`config.mk`:
```
export PLATFORM = sky130hd
export DESIGN_NAME = lgp_top
export DESIGN_NICKNAME = d
export VERILOG_FILES = /design/src/design/lgp_pkg.sv /design/src/design/lgp_pin_sync.sv /design/src/design/lgp_top.sv
export SDC_FILE = /design/constraint.sdc
export NUM_CORES = 1
export LEC_CHECK = 0
export BUFFER_PORTS_ARGS = -buffer_cell sky130_fd_sc_hd__buf_4
export CAP_MARGIN = 25
export CORE_MARGIN = 2
export CORE_UTILIZATION = 40
export CTS_BUF_LIST = sky130_fd_sc_hd__clkbuf_4
export DETAILED_ROUTE_END_ITERATION = 10
export GPL_TIMING_DRIVEN = 0
export HOLD_SLACK_MARGIN = 0.02
export PLACE_DENSITY_LB_ADDON = 0.25
export SLEW_MARGIN = 20
export SYNTH_ARGS = -nofsm -noshare
export SYNTH_HDL_FRONTEND = slang
export SYNTH_SLANG_ARGS = --single-unit
```
`constraint.sdc`:
```
create_clock -name clk_i -period 2.05 [get_ports clk_i]
set_clock_uncertainty 0.2 [all_clocks]
set_input_delay 0.205 -clock clk_i [delete_from_list [all_inputs] [get_ports clk_i]]
set_output_delay 0.205 -clock clk_i [all_outputs]
set_load 0.005 [all_outputs]
```
`src/design/lgp_pkg.sv`:
```
`default_nettype none

package lgp_pkg;

	// ------------------------------------------------------------
	// widths
	// ------------------------------------------------------------
	localparam int unsigned SHARED_PINS = 8;
	localparam int unsigned LED_COUNT = 11;
	localparam int unsigned HIGH_LEDS = 3;
	localparam int unsigned ADDR_W = 8;
	localparam int unsigned DATA_W = 8;

	// ------------------------------------------------------------
	// register offsets
	// ------------------------------------------------------------
	localparam logic [7:0] OFS_RAMP_DONE_HIGH = 8'h61;
	localparam logic [7:0] OFS_PIN_DIRECTION_SELECT = 8'h70;
	localparam logic [7:0] OFS_PIN_OUTPUT_KIND = 8'h71;
	localparam logic [7:0] OFS_PIN_LEVEL_READBACK = 8'h72;
	localparam logic [7:0] OFS_LED_ACTUATE_LOW = 8'h73;
	localparam logic [7:0] OFS_LED_ACTUATE_HIGH = 8'h74;

	// ------------------------------------------------------------
	// reset values and field masks
	// ------------------------------------------------------------
	localparam logic [7:0] RST_PIN_DIRECTION_SELECT = 8'h00;
	localparam logic [7:0] RST_PIN_OUTPUT_KIND = 8'h00;
	localparam logic [7:0] RST_PIN_LEVEL_READBACK = 8'h00;
	localparam logic [7:0] RST_LED_ACTUATE_LOW = 8'h00;
	localparam logic [7:0] RST_LED_ACTUATE_HIGH = 8'h00;
	localparam logic [7:0] RST_RAMP_DONE_HIGH = 8'h00;
	localparam logic [7:0] RST_PIN_CHANGE = 8'h00;
	// pins idle high through their pull-ups
	localparam logic [7:0] SYNC_IDLE_LEVEL = 8'hFF;
	localparam logic [7:0] READ_IDLE = 8'h00;
	localparam logic [2:0] HIGH_FIELD_RESET = 3'h0;

	// bit positions of the three high LEDs in the second actuation register
	localparam int unsigned POS_LED9 = 0;
	localparam int unsigned POS_LED10 = 1;
	localparam int unsigned POS_LED11 = 2;

	// LED index (zero based) in the eleven-wide vectors
	localparam int unsigned IDX_LED8 = 7;
	localparam int unsigned IDX_LED9 = 8;
	localparam int unsigned IDX_LED10 = 9;
	localparam int unsigned IDX_LED11 = 10;

	// ------------------------------------------------------------
	// read path states
	// ------------------------------------------------------------
	typedef enum logic [1:0] {
		RD_IDLE = 2'b01,
		RD_HOLD = 2'b10
	} lgp_rd_state_t;

endpackage : lgp_pkg

`default_nettype wire

```
`src/design/lgp_pin_sync.sv`:
```
`default_nettype none

module lgp_pin_sync (
	input wire logic clk_i,
	input wire logic rst_b_i,
	input wire logic [lgp_pkg::SHARED_PINS-1:0] pin_raw_i,
	output logic [lgp_pkg::SHARED_PINS-1:0] level_o,
	output logic [lgp_pkg::SHARED_PINS-1:0] change_o
);
	import lgp_pkg::*;

	logic [SHARED_PINS-1:0] meta_r;
	logic [SHARED_PINS-1:0] sync_r;
	logic [SHARED_PINS-1:0] last_r;

	// ------------------------------------------------------------
	// per-pin two-stage synchroniser and change detect
	// ------------------------------------------------------------
	for (genvar g = 0; g < SHARED_PINS; g++) begin : g_pin
		always_ff @(posedge clk_i or negedge rst_b_i) begin
			if (!rst_b_i) begin
				// start at the idle level so leaving reset makes no false edge
				meta_r[g] <= SYNC_IDLE_LEVEL[g];
				sync_r[g] <= SYNC_IDLE_LEVEL[g];
				last_r[g] <= SYNC_IDLE_LEVEL[g];
			end else begin
				meta_r[g] <= pin_raw_i[g];
				sync_r[g] <= meta_r[g];
				last_r[g] <= sync_r[g];
			end
		end
		assign change_o[g] = sync_r[g] ^ last_r[g];
	end

	assign level_o = last_r;

endmodule // lgp_pin_sync

`default_nettype wire

```
`src/design/lgp_top.sv`:
```
// Function
// - ramp-done bits 2,1,0 set when LED11, LED10, LED9 finish ramping
// - direction bit 0 (reset) makes pin an input, 1 an output
// - direction bit 7 is shared pin eight, down to bit 0 pin one
// - open-drain type (reset): active value pulls low, inactive releases to high-Z
// - push-pull type drives high for logic 1 and low for logic 0
// - output type matters only for output pins, one type bit per pin
// - readback register shows level of eight pins, bit 7 pin eight, read-only
// - readback follows every pin change, whatever the pin direction
// - an input pin that changes level sets its change flag
// - change flag together with its enable asserts the interrupt
// - actuation bits act only on outputs, drive from type and polarity
// - polarity gives idle state, actuated state follows behaviour waveform
// - actuation 0 is idle or minimum duty, 1 is actuated or maximum duty
// - LED8 and LED11 ignore touch sensors, follow only actuation bits
// - LED10 linked to the group links LED9 to the group too
// - second actuation register holds LED11..9 at bits 2..0, upper bits unused
// - ramp-done bits clear on interrupt flag clear or deep sleep entry
// - polarity 0 drives actuated pin to 0, polarity 1 to 1 or high-Z
// - a linked sensor touch acts like the actuation bit set to 1, except on LED8 and LED11, which ignore it, and LED10, which takes only the group touch
`default_nettype none

module lgp_top (
	input wire logic clk_i,
	input wire logic rst_b_i,
	input wire logic [lgp_pkg::ADDR_W-1:0] reg_addr_i,
	input wire logic reg_wr_i,
	input wire logic [lgp_pkg::DATA_W-1:0] reg_wdata_i,
	input wire logic reg_rd_i,
	output logic [lgp_pkg::DATA_W-1:0] reg_rdata_o,
	output logic reg_rvalid_o,
	input wire logic [lgp_pkg::LED_COUNT-1:0] drive_polarity_bit_i,
	input wire logic [lgp_pkg::LED_COUNT-1:0] behaviour_select_i,
	input wire logic [lgp_pkg::LED_COUNT-1:0] sensor_link_en_i,
	input wire logic [lgp_pkg::LED_COUNT-1:0] sensor_touch_i,
	input wire logic group_link_led10_i,
	input wire logic group_touch_i,
	input wire logic [lgp_pkg::HIGH_LEDS-1:0] ramp_finish_i,
	input wire logic int_flag_clear_i,
	input wire logic deep_sleep_request_i,
	input wire logic [lgp_pkg::SHARED_PINS-1:0] pin_change_clear_i,
	input wire logic [lgp_pkg::SHARED_PINS-1:0] pin_int_enable_i,
	output logic [lgp_pkg::SHARED_PINS-1:0] pin_change_flag_o,
	output logic pin_int_o,
	output logic [lgp_pkg::HIGH_LEDS-1:0] ramp_done_flag_o,
	input wire logic [lgp_pkg::SHARED_PINS-1:0] pin_i,
	output logic [lgp_pkg::LED_COUNT-1:0] pin_o,
	output logic [lgp_pkg::LED_COUNT-1:0] pin_oe_o
);
	import lgp_pkg::*;

	// ------------------------------------------------------------
	// declarations
	// ------------------------------------------------------------
	logic [SHARED_PINS-1:0] pin_direction_bit_r;
	logic [SHARED_PINS-1:0] output_kind_bit_r;
	logic [SHARED_PINS-1:0] pin_level_bit_r;
	logic [SHARED_PINS-1:0] led_actuate_low_r;
	logic [HIGH_LEDS-1:0] led_actuate_high_r;
	logic [HIGH_LEDS-1:0] ramp_done_flag_r;
	logic [SHARED_PINS-1:0] pin_change_flag_r;
	logic pin_int_r;
	logic [DATA_W-1:0] rdata_r;
	logic [DATA_W-1:0] rdata_nxt;
	lgp_rd_state_t rd_state_r;
	lgp_rd_state_t rd_state_nxt;
	logic [SHARED_PINS-1:0] sync_level;
	logic [SHARED_PINS-1:0] sync_change;
	logic [LED_COUNT-1:0] led_actuate_bit;
	logic [LED_COUNT-1:0] touch_link;
	logic [LED_COUNT-1:0] effective_actuate;
	logic [LED_COUNT-1:0] led_on;
	logic [LED_COUNT-1:0] pin_value;
	logic [LED_COUNT-1:0] is_output;
	logic [LED_COUNT-1:0] is_push_pull;
	logic [LED_COUNT-1:0] pin_nxt;
	logic [LED_COUNT-1:0] pin_oe_nxt;
	logic wr_dir;
	logic wr_kind;
	logic wr_act_low;
	logic wr_act_high;
	logic ramp_clear;

	// ------------------------------------------------------------
	// write decode
	// ------------------------------------------------------------
	// writes to the readback and status offsets match nothing and are dropped
	assign wr_dir = reg_wr_i && (reg_addr_i == OFS_PIN_DIRECTION_SELECT);
	assign wr_kind = reg_wr_i && (reg_addr_i == OFS_PIN_OUTPUT_KIND);
	assign wr_act_low = reg_wr_i && (reg_addr_i == OFS_LED_ACTUATE_LOW);
	assign wr_act_high = reg_wr_i && (reg_addr_i == OFS_LED_ACTUATE_HIGH);

	// ------------------------------------------------------------
	// direction register
	// ------------------------------------------------------------
	always_ff @(posedge clk_i or negedge rst_b_i) begin
		if (!rst_b_i) begin
			pin_direction_bit_r <= RST_PIN_DIRECTION_SELECT;
		end else if (wr_dir) begin
			pin_direction_bit_r <= reg_wdata_i;
		end
	end

	// ------------------------------------------------------------
	// output type register
	// ------------------------------------------------------------
	always_ff @(posedge clk_i or negedge rst_b_i) begin
		if (!rst_b_i) begin
			output_kind_bit_r <= RST_PIN_OUTPUT_KIND;
		end else if (wr_kind) begin
			output_kind_bit_r <= reg_wdata_i;
		end
	end

	// ------------------------------------------------------------
	// actuation registers
	// ------------------------------------------------------------
	always_ff @(posedge clk_i or negedge rst_b_i) begin
		if (!rst_b_i) begin
			led_actuate_low_r <= RST_LED_ACTUATE_LOW;
		end else if (wr_act_low) begin
			led_actuate_low_r <= reg_wdata_i;
		end
	end

	always_ff @(posedge clk_i or negedge rst_b_i) begin
		if (!rst_b_i) begin
			led_actuate_high_r <= HIGH_FIELD_RESET;
		end else if (wr_act_high) begin
			led_actuate_high_r <= reg_wdata_i[HIGH_LEDS-1:0];
		end
	end

	// ------------------------------------------------------------
	// pin input synchroniser
	// ------------------------------------------------------------
	lgp_pin_sync u_sync (
		.clk_i(clk_i),
		.rst_b_i(rst_b_i),
		.pin_raw_i(pin_i),
		.level_o(sync_level),
		.change_o(sync_change)
	);

	// ------------------------------------------------------------
	// level readback
	// ------------------------------------------------------------
	// fed from the history stage, so it updates one cycle after the matching change flag sets
	always_ff @(posedge clk_i or negedge rst_b_i) begin
		if (!rst_b_i) begin
			pin_level_bit_r <= RST_PIN_LEVEL_READBACK;
		end else begin
			pin_level_bit_r <= sync_level;
		end
	end

	// ------------------------------------------------------------
	// change flags and interrupt
	// ------------------------------------------------------------
	// a change in the clearing cycle keeps the flag set
	always_ff @(posedge clk_i or negedge rst_b_i) begin
		if (!rst_b_i) begin
			pin_change_flag_r <= RST_PIN_CHANGE;
		end else begin
			pin_change_flag_r <= (pin_change_flag_r & ~pin_change_clear_i)
				| (sync_change & ~pin_direction_bit_r);
		end
	end

	always_ff @(posedge clk_i or negedge rst_b_i) begin
		if (!rst_b_i) begin
			pin_int_r <= 1'b0;
		end else begin
			pin_int_r <= |(pin_change_flag_r & pin_int_enable_i);
		end
	end

	// ------------------------------------------------------------
	// ramp-done status
	// ------------------------------------------------------------
	assign ramp_clear = int_flag_clear_i || deep_sleep_request_i;

	// a finish in the clearing cycle keeps its bit set
	always_ff @(posedge clk_i or negedge rst_b_i) begin
		if (!rst_b_i) begin
			ramp_done_flag_r <= HIGH_FIELD_RESET;
		end else begin
			ramp_done_flag_r <= (ramp_clear ? HIGH_FIELD_RESET : ramp_done_flag_r)
				| ramp_finish_i;
		end
	end

	// ------------------------------------------------------------
	// actuation with sensor linking
	// ------------------------------------------------------------
	assign led_actuate_bit = {led_actuate_high_r, led_actuate_low_r};

	always_comb begin
		touch_link = sensor_link_en_i & sensor_touch_i;
		// group link on LED10 pulls LED9 into the group
		touch_link[IDX_LED10] = group_link_led10_i && group_touch_i;
		touch_link[IDX_LED9] = (sensor_link_en_i[IDX_LED9] && sensor_touch_i[IDX_LED9])
			|| (group_link_led10_i && group_touch_i);
		touch_link[IDX_LED8] = 1'b0;
		touch_link[IDX_LED11] = 1'b0;
	end

	assign effective_actuate = led_actuate_bit | touch_link;

	// ------------------------------------------------------------
	// pin drive
	// ------------------------------------------------------------
	// the three high LEDs have no shared function: always open-drain outputs
	assign is_output = {{HIGH_LEDS{1'b1}}, pin_direction_bit_r};
	assign is_push_pull = {{HIGH_LEDS{1'b0}}, output_kind_bit_r};

	for (genvar g = 0; g < LED_COUNT; g++) begin : g_drive
		// actuated phase follows the behaviour waveform, idle is off
		assign led_on[g] = effective_actuate[g] && behaviour_select_i[g];
		// polarity 0 drives low while on, polarity 1 drives high
		assign pin_value[g] = drive_polarity_bit_i[g] ? led_on[g] : !led_on[g];

		always_comb begin
			if (!is_output[g]) begin
				pin_nxt[g] = 1'b0;
				pin_oe_nxt[g] = 1'b0;
			end else if (is_push_pull[g]) begin
				pin_nxt[g] = pin_value[g];
				pin_oe_nxt[g] = 1'b1;
			end else begin
				pin_nxt[g] = 1'b0;
				pin_oe_nxt[g] = !pin_value[g];
			end
		end
	end

	// drive is registered so the pads see no decode glitches
	always_ff @(posedge clk_i or negedge rst_b_i) begin
		if (!rst_b_i) begin
			pin_o <= '0;
			pin_oe_o <= '0;
		end else begin
			pin_o <= pin_nxt;
			pin_oe_o <= pin_oe_nxt;
		end
	end

	// ------------------------------------------------------------
	// read path
	// ------------------------------------------------------------
	// unmapped offsets read as zero and a read changes no state
	always_comb begin
		case (reg_addr_i)
			OFS_RAMP_DONE_HIGH: rdata_nxt = {5'h00, ramp_done_flag_r};
			OFS_PIN_DIRECTION_SELECT: rdata_nxt = pin_direction_bit_r;
			OFS_PIN_OUTPUT_KIND: rdata_nxt = output_kind_bit_r;
			OFS_PIN_LEVEL_READBACK: rdata_nxt = pin_level_bit_r;
			OFS_LED_ACTUATE_LOW: rdata_nxt = led_actuate_low_r;
			OFS_LED_ACTUATE_HIGH: rdata_nxt = {5'h00, led_actuate_high_r};
			default: rdata_nxt = READ_IDLE;
		endcase
	end

	// valid stands one cycle after every cycle with a read strobe
	always_comb begin
		case (rd_state_r)
			RD_IDLE: rd_state_nxt = reg_rd_i ? RD_HOLD : RD_IDLE;
			RD_HOLD: rd_state_nxt = reg_rd_i ? RD_HOLD : RD_IDLE;
			default: rd_state_nxt = RD_IDLE;
		endcase
	end

	always_ff @(posedge clk_i or negedge rst_b_i) begin
		if (!rst_b_i) begin
			rd_state_r <= RD_IDLE;
		end else begin
			rd_state_r <= rd_state_nxt;
		end
	end

	// read data holds until the next read strobe
	always_ff @(posedge clk_i or negedge rst_b_i) begin
		if (!rst_b_i) begin
			rdata_r <= READ_IDLE;
		end else if (reg_rd_i) begin
			rdata_r <= rdata_nxt;
		end
	end

	// ------------------------------------------------------------
	// outputs
	// ------------------------------------------------------------
	assign reg_rdata_o = rdata_r;
	assign reg_rvalid_o = (rd_state_r == RD_HOLD);
	assign pin_change_flag_o = pin_change_flag_r;
	assign pin_int_o = pin_int_r;
	assign ramp_done_flag_o = ramp_done_flag_r;

endmodule // lgp_top

`default_nettype wire

```
-- Word-level counts from Yosys, hierarchy flattened
Cells that the tools add are included.
- flip-flop bits (word level): 100
- word-level logic and storage cells: 151
- equal/unequal tests: 8
- muxes and demuxes: 47
- bitwise operators: 17
- reduce and logical (&&, ||, !) cells: 43
- operator list (kind ; number):
    8-bit by 7-bit equality test with 1-bit output (second input constant) ; 6
    8-bit one-hot mux with 6 select lines ; 1
    1-bit 2-to-1 mux ; 43
    8-bit bitwise AND ; 3
    1-bit zero test ; 22
    1-bit logical AND ; 17
    8-bit inverter ; 2
    11-bit by 10-bit bitwise OR with 11-bit output ; 1
    8-bit bitwise OR ; 1
    8-bit OR reduction ; 1
    1-bit bitwise XOR ; 8
    7-bit bitwise AND ; 1
    2-bit 2-to-1 mux ; 2
    3-bit 2-to-1 mux ; 1
    3-bit bitwise OR ; 1
    2-bit by 1-bit equality test with 1-bit output (second input constant) ; 1
    2-bit equality test (second input constant) ; 1
    1-bit logical OR ; 2
    2-bit OR reduction ; 1

-- Longest topological paths before layout
Gate-level depths: netlist (run 1).
- depth after elaboration: 9
- depth in mapped cells: 5
- depth with buffers taken out: 4

-- Hierarchy
Synthesis (run 1) repeated with hierarchy kept, for this count alone.
- cell total of the unflattened synthesis: 304
- area total of the unflattened synthesis: 4022.6 µm²
- modules (own cells, without submodules) (module ; times used ; cells an instance ; area each (µm²)):
    lgp_top ; 1 ; 272 ; 3321.9
    lgp_pin_sync ; 1 ; 32 ; 700.7

-- Worst setup path after synthesis (run 1)
Ideal clock, no wire load.
- path type: input-to-reg
- start: in reg_addr_i[3] in the netlist's numbering
- end: reg led_actuate_low_r[0]
- setup time: 125 ps
- arrival time: 1375 ps
- required time: 1725 ps
- path slack: 350 ps
- stages on the path: 5
- path buffers: 1
- path through: nand4bb_4 nor3b_4 and3_1 buf_6 mux2_2
- cells in the longest elaborated chain, start to end: 2
- RTL lines (what ; line ; source):
    from (decl) ; lgp_top.sv:26 ; input wire logic [lgp_pkg::ADDR_W-1:0] reg_addr_i,
    8-bit by 7-bit equality test with 1-bit output ; lgp_top.sv:90 ; assign wr_act_low = reg_wr_i && (reg_addr_i == OFS_LED_ACTUATE_LOW);
    1-bit logical AND ; lgp_top.sv:90 ;
    to (signal assigned) ; lgp_top.sv:122 ; led_actuate_low_r <= reg_wdata_i;
    to (decl) ; lgp_top.sv:58 ; logic [SHARED_PINS-1:0] led_actuate_low_r;
Every way passes these cells.
A chain may end at the register's enable or synchronous reset.

-- Worst setup path after layout (run 1)
- start: in reg_addr_i[2] in the netlist's numbering
- end: reg rdata_r[1], in the netlist reg_rdata_o[1]
- cells in the longest elaborated chain, start to end: 2
- elaborated cells on any way between the ends: 7
- RTL lines (what ; line ; source):
    8-bit by 7-bit equality test with 1-bit output ; lgp_top.sv:253 ; case (reg_addr_i)
    8-bit one-hot mux with 6 select lines (*) ; lgp_top.sv:253 ;
    to (signal assigned) ; lgp_top.sv:286 ; rdata_r <= rdata_nxt;
    to (decl) ; lgp_top.sv:63 ; logic [DATA_W-1:0] rdata_r;
Mark *: on every way between the ends. The rest lies on a longest branch, timed or not.

==> results of run 1 <==
[worst max path at each step]
| stage | startpoint | to | slack [ns] | cells after the start |
|---|---|---|---|---|
| after floorplan | reg_addr_i[3] | led_actuate_low_r[0]$_DFFE_PN0P_ | 0.35 | 5 |
| after global placement | reg_addr_i[3] | reg_rdata_o[3]$_DFFE_PN0P_ | -0.06 | 5 |
| after detailed placement | reg_addr_i[3] | pin_direction_bit_r[5]$_DFFE_PN0P_ | -0.003 | 5 |
| after CTS | reg_rd_i | reg_rdata_o[1]$_DFFE_PN0P_ | 0.1 | 6 |
| after global routing | reg_addr_i[2] | reg_rdata_o[1]$_DFFE_PN0P_ | 0.01 | 7 |
| final | reg_addr_i[2] | reg_rdata_o[1]$_DFFE_PN0P_ | 0.09 | 7 |
[layout make-up]
type,instances,area [sq um]
plain buffers,8,51.3
clock buffers,9,67.6
clock inverters,7,106
fillers,801,3760
inverters,16,60.1
multi-input cells,181,1320
flip-flops and latches,100,2530
well taps,133,166
repair buffers,193,1620
[what timing repair did]
item | in CTS | in global routing
gates resized for setup | 0 | 1
endpoints found under the hold margin | 151 | 0
hold buffers | 66 | 0
endpoints found under the setup margin | 0 | 1
[synth_stat cells (all sizes together), types with 8 or more instances]
cell type	number	share of area, %
xnor2	19	4.2
inv	16	1.5
o21a	8	1.5
nand2	28	2.7
a21oi	9	1.1
dfstp	25	17
o22ai	8	1.3
a21o	11	2.1
mux2	27	7.7
dfrtp	75	47
nor2	21	2.0
mux2i	9	2.3
[cell families (layout without fill, tap and decap cells)]
family | count (synthesis) | in the layout
buffers and inverters | 25 | 233
AND/OR/NAND/NOR | 67 | 67
flip-flops | 100 | 100
adder cells (fa/ha/maj) | 1 | 1
XOR/XNOR | 19 | 19
AO/OA/AOI/OAI | 55 | 55
other | 1 | 3
multiplexers | 36 | 36
[power by group]
part / leakage (nW) / internal, mW / switching, mW
clock network: 0.0930 / 0.517 / 0.667
registers: 1.24 / 2.11 / 0.0744
logic: 1.54 / 0.367 / 0.221
total: 2.87 / 2.99 / 0.962
[stage by stage]
stage,total power [mW],cells
finish,3.95,647
global route,4.15,647
floorplan,2.38,306
CTS,4.00,648
detailed placement,2.69,566
global placement,2.67,566
[worst min-delay path, cell delays in order]
cell,delay [ns]
buf_4,0.11
nand2_1,0.08
xnor2_1,0.08
o21a_1,0.18
[state kept, by name (all words and copies together) (netlist names)]
name / count
pin_int_o: 1
pin_o: 8
pin_direction_bit_r: 8
pin_oe_o: 11
u_sync.meta_r: 8
ramp_done_flag_o: 3
rd_state_r: 2
u_sync.level_o: 8
output_kind_bit_r: 8
led_actuate_high_r: 3
led_actuate_low_r: 8
reg_rdata_o: 8
pin_change_flag_o: 8
pin_level_bit_r: 8
u_sync.sync_r: 8
[metal layers]
metal / wire length, um / vias up / share of wire (%)
met1: 4120 / 1454 / 42
met4: 90 / 0 / 0.92
met3: 574 / 10 / 5.9
li1: - / 1457 / -
met5: 0 / - / 0
met2: 4960 / 93 / 51
==> results.toml, run 1 <==
[final_layout]
final_area_sq_mm = 0.00593
diodes = 0
final_common_cell = "buf_4"
mostFrequentLayoutCells = "buf_4 (129), dfrtp_1 (75), dlygate4sd3_1 (66)"
drive_above_1_share_pct = 40.1
area_delta_synth_final_pct = 50.0
fin_nets = 605
final_util_pct = 61.2

[clock_network]
cts.sink_count = 100
numCtsBuffers = 9
insertion_delay_ns = 0.43
path_clk_slew_ns = 0.15
cts_tree = "done"
postCtsSetupBuffers = 0
ctsLongestPathBuffers = 2
cts_root_buffer = "clkbuf_4"
htreeDepth = 3

[timing]
hold_slack_ns = 0.0516
period_share_pct = 95.8
setup_tns_ns = 0
max_freq_ghz = 0.509
setup_viol = 0
rsz0062_at_grt = "false"
tightest_slew_ns = 0.893
setup_ws_ns = 0.0870
finalHoldViolCount = 0
period_needed_ns = 1.96
slew_viol_final = 0
max_slew_margin_pct = 40.5

[floorplanning]
pin_count = 138
die_x_um = 103
core_sq_mm = 0.00968
dieArea_sq_mm = 0.0107
start_util_pct = 40.8
num_rows = 36
dieHeight_um = 103

[global_routing]
grt-ovfl-total = 0
grtUsageMet2_pct = 31.9
grt_pass1_vias = 3007
grt_antenna_before_repair = 0
grt_pass1_wl_mm = 14.6
grt_util_all_layers_pct = 18.5
gr-usage-met3_pct = 4.91
top_usage_layer = "met2"
grt_max_degree = 101
gr-usage-met1_pct = 22.8

[placed_design]
placed_area_sq_mm = 0.00509
dp_slack_ns = -0.00340
gp_congestion = 0.743
dp_hpwl_mm = 6.37
io_buffers = 127

[synthesis]
synth_xor_area_share_pct = 4.21
synth_top_family_by_area = "multiplexers"
yosysWarnings = 0
synthArstFlopShare_pct = 100
netlist_instances = 304
synth-compound-area-share_pct = 9.75
syn_area_per_cell_sq_um = 13.0
synth_mux_area_share_pct = 9.97
synth_flop_cell = "dfrtp_1"
synth_edf_count = 0
synth_adder_area_share_pct = 0.317
synth.distinct_cells = 36
seq_area_frac_synth_pct = 64.1
synth_seq_cells = 100
synth_area_sq_mm = 0.00395
synth-simple-area-share_pct = 8.64

[critical_path]
crit_type = "primary input to flip-flop"
cp_slowest_cell = "dlygate4sd3_1"
critPathLaunchType = "primary input"
critPathRequiredTime_ns = 2.23
reg2reg_to = "pin_oe_o[6]$_DFF_PN0_"
reg2reg_depth = 5
crit_buf_inv = 3
cp_slowest_stage_delay_ns = 0.57
reg2reg_from = "led_actuate_low_r[6]$_DFFE_PN0P_"
arrival_ns = 2.15
cp_max_fo = 8
r2r_slack_ns = 0.25
cp_top_family = "buffers and inverters"
end_kind = "flip-flop"
crit_chain = "dlygate4sd3_1 -> buf_4 -> nand2b_1 -> nor4_2 -> a31oi_1 -> a31oi_1 -> dlygate4sd3_1"

[power]
powerDensity_mw_per_mm2 = 667
leakage_nw = 2.87
vdd_ir_drop_max_mv = 0.371

[run]
drv_cap = 0

[worst_hold_path]
whs_path_depth = 4
hold_path.class = "primary input to flip-flop"
holdPathEnd = "pin_oe_o[7]$_DFF_PN0_"
hp-start = "behaviour_select_i[7]"

[route]
drc = 0
wl_mm = 9.74
num_vias = 3014
drtPass1Iterations = 4
wl_per_cell_um = 15.0
vias_per_cell = 4.66
ant_nets = 0
dr.first_iter.drc_count = 44

[status]
outcome = "complete, no violations"
(Power assumes the default switching activity.)
==> inputs of run 2 (changes only) <==
clock period = 1.9 ns   (was 2.05 ns; I/O delays follow)
==> results.toml, run 2 (same netlist as run 1, synthesis figures left out) <==
[placed_design]
place_inst = 566
gp_congestion = 0.743
dp_slack_ns = -0.138
placed_area_sq_mm = 0.00509
io_buffers = 127
dp_hpwl_mm = 6.37

[final_layout]
final_util_pct = 61.5
top_register = "pin_oe_o"
largest_reg_flops = 11
final_area_sq_mm = 0.00595
multi_input_area_sq_mm = 0.00132
stdcell_count = 650
final_common_cell = "buf_4"
diodes = 0
mostFrequentLayoutCells = "buf_4 (129), dfrtp_1 (75), dlygate4sd3_1 (67)"
regArea_sq_mm = 0.00253
fillers = 797
drive_above_1_share_pct = 40.0
area_delta_synth_final_pct = 50.6
fin_nets = 608

[critical_path]
critPathRequiredTime_ns = 2.04
r2r_slack_ns = 0.11
arrival_ns = 1.99
cp_slowest_stage_delay_ns = 0.52
reg2reg_depth = 5
reg2reg_from = "led_actuate_low_r[6]$_DFFE_PN0P_"
cp_max_fo = 8
cp_slowest_cell = "dlygate4sd3_1"
reg2reg_to = "pin_oe_o[6]$_DFF_PN0_"
end_kind = "flip-flop"
crit_chain = "dlygate4sd3_1 -> buf_2 -> nor3b_4 -> and3_1 -> buf_6 -> mux2_2"
crit_type = "primary input to flip-flop"
critPathLaunchType = "primary input"

[timing]
rsz0062_at_grt = "true"
tightest_slew_ns = 0.885
hold_slack_ns = 0.0496
slew_viol_final = 0
setup_tns_ns = 0
finalHoldViolCount = 0
setup_viol = 0
setup_ws_ns = 0.0436
period_needed_ns = 1.86
max_freq_ghz = 0.539
max_slew_margin_pct = 41.0
period_share_pct = 97.7

[clock_network]
insertion_delay_ns = 0.45
cts_tree = "done"
path_clk_slew_ns = 0.15
cts.sink_count = 100
postCtsSetupBuffers = 0
ctsLongestPathBuffers = 2
numCtsBuffers = 9
htreeDepth = 3
cts_root_buffer = "clkbuf_4"

[floorplanning]
dieArea_sq_mm = 0.0107
core_sq_mm = 0.00968
num_rows = 36
pin_count = 138
die_x_um = 103
dieHeight_um = 103
start_util_pct = 40.8

[power]
switching_share_pct = 24.4
power_mw = 4.27
p_clk_share_pct = 30.0
seqPwrFrac_pct = 55.1
leakage_nw = 2.87
vdd_ir_drop_max_mv = 0.399
switching_power_mw = 1.04
p_comb_share_pct = 14.9
powerDensity_mw_per_mm2 = 718
p_int_mw = 3.23

[global_routing]
grt_pass1_vias = 3002
grt-ovfl-total = 0
grt_pass1_wl_mm = 14.7
grt_util_all_layers_pct = 18.6
grt_antenna_before_repair = 0
grt_max_degree = 101

[route]
wl_mm = 9.73
vias_per_cell = 4.65
drc = 0
num_vias = 3023
dr.first_iter.drc_count = 61
drtPass1Iterations = 4
ant_nets = 0
wl_per_cell_um = 15.0

[worst_hold_path]
hold_path.class = "primary input to flip-flop"
holdPathEnd = "reg_rdata_o[1]$_DFFE_PN0P_"
whs_path_depth = 5
hp-start = "reg_addr_i[5]"

[run]
drv_cap = 0

[status]
outcome = "complete, no violations"
[run 2: routing by layer]
metal  GRT usage, %  wire length [um]  up-vias
met2           31.9              4880       95
li1               -                 -     1464
met1           23.2              4110     1449
met4           5.77               153        0
met5              0                 0        -
met3           4.91               580       15
[run 2: power groups by stage]
stage / logic [mW] / registers [mW] / clock network, mW
final: 0.636 / 2.36 / 1.28
after floorplan: 0.196 / 2.38 / 0
after global routing: 0.701 / 2.37 / 1.40
after detailed placement: 0.506 / 2.40 / 0
after CTS: 0.637 / 2.36 / 1.32
after global placement: 0.494 / 2.39 / 0
[run 2: worst max path at each step]
stage | from | end | depth (start not counted)
finish | reg_addr_i[4] | led_actuate_low_r[1]$_DFFE_PN0P_ | 6
global route | reg_addr_i[4] | pin_direction_bit_r[0]$_DFFE_PN0P_ | 5
CTS | reg_addr_i[3] | reg_rdata_o[0]$_DFFE_PN0P_ | 7
floorplan | reg_addr_i[3] | led_actuate_low_r[0]$_DFFE_PN0P_ | 5
detailed placement | reg_addr_i[3] | pin_direction_bit_r[5]$_DFFE_PN0P_ | 5
global placement | reg_addr_i[3] | reg_rdata_o[3]$_DFFE_PN0P_ | 5
[run 2: area by class of cell]
cell class                      count  share of cell area [%]
Buffer                              9                   0.925
Sequential cell                   100                    42.6
Tap cell                          133                    2.80
Timing Repair Buffer              195                    27.6
Clock inverter                      7                    1.79
Multi-Input combinational cell    181                    22.2
Inverter                           16                    1.01
Clock buffer                        9                    1.13
[run 2: repair_timing]
action / CTS / global route
endpoints found under the hold margin: 151 / 0
hold buffers: 68 / 0
endpoints found under the setup margin: 0 / 14
gates resized for setup: 0 / 4
[run 2: worst max-delay path: cells and delay by family]
kind          cells  cell delay, ns
simple gates      2            0.56
mux               1            0.35
buf+inv           3            0.88
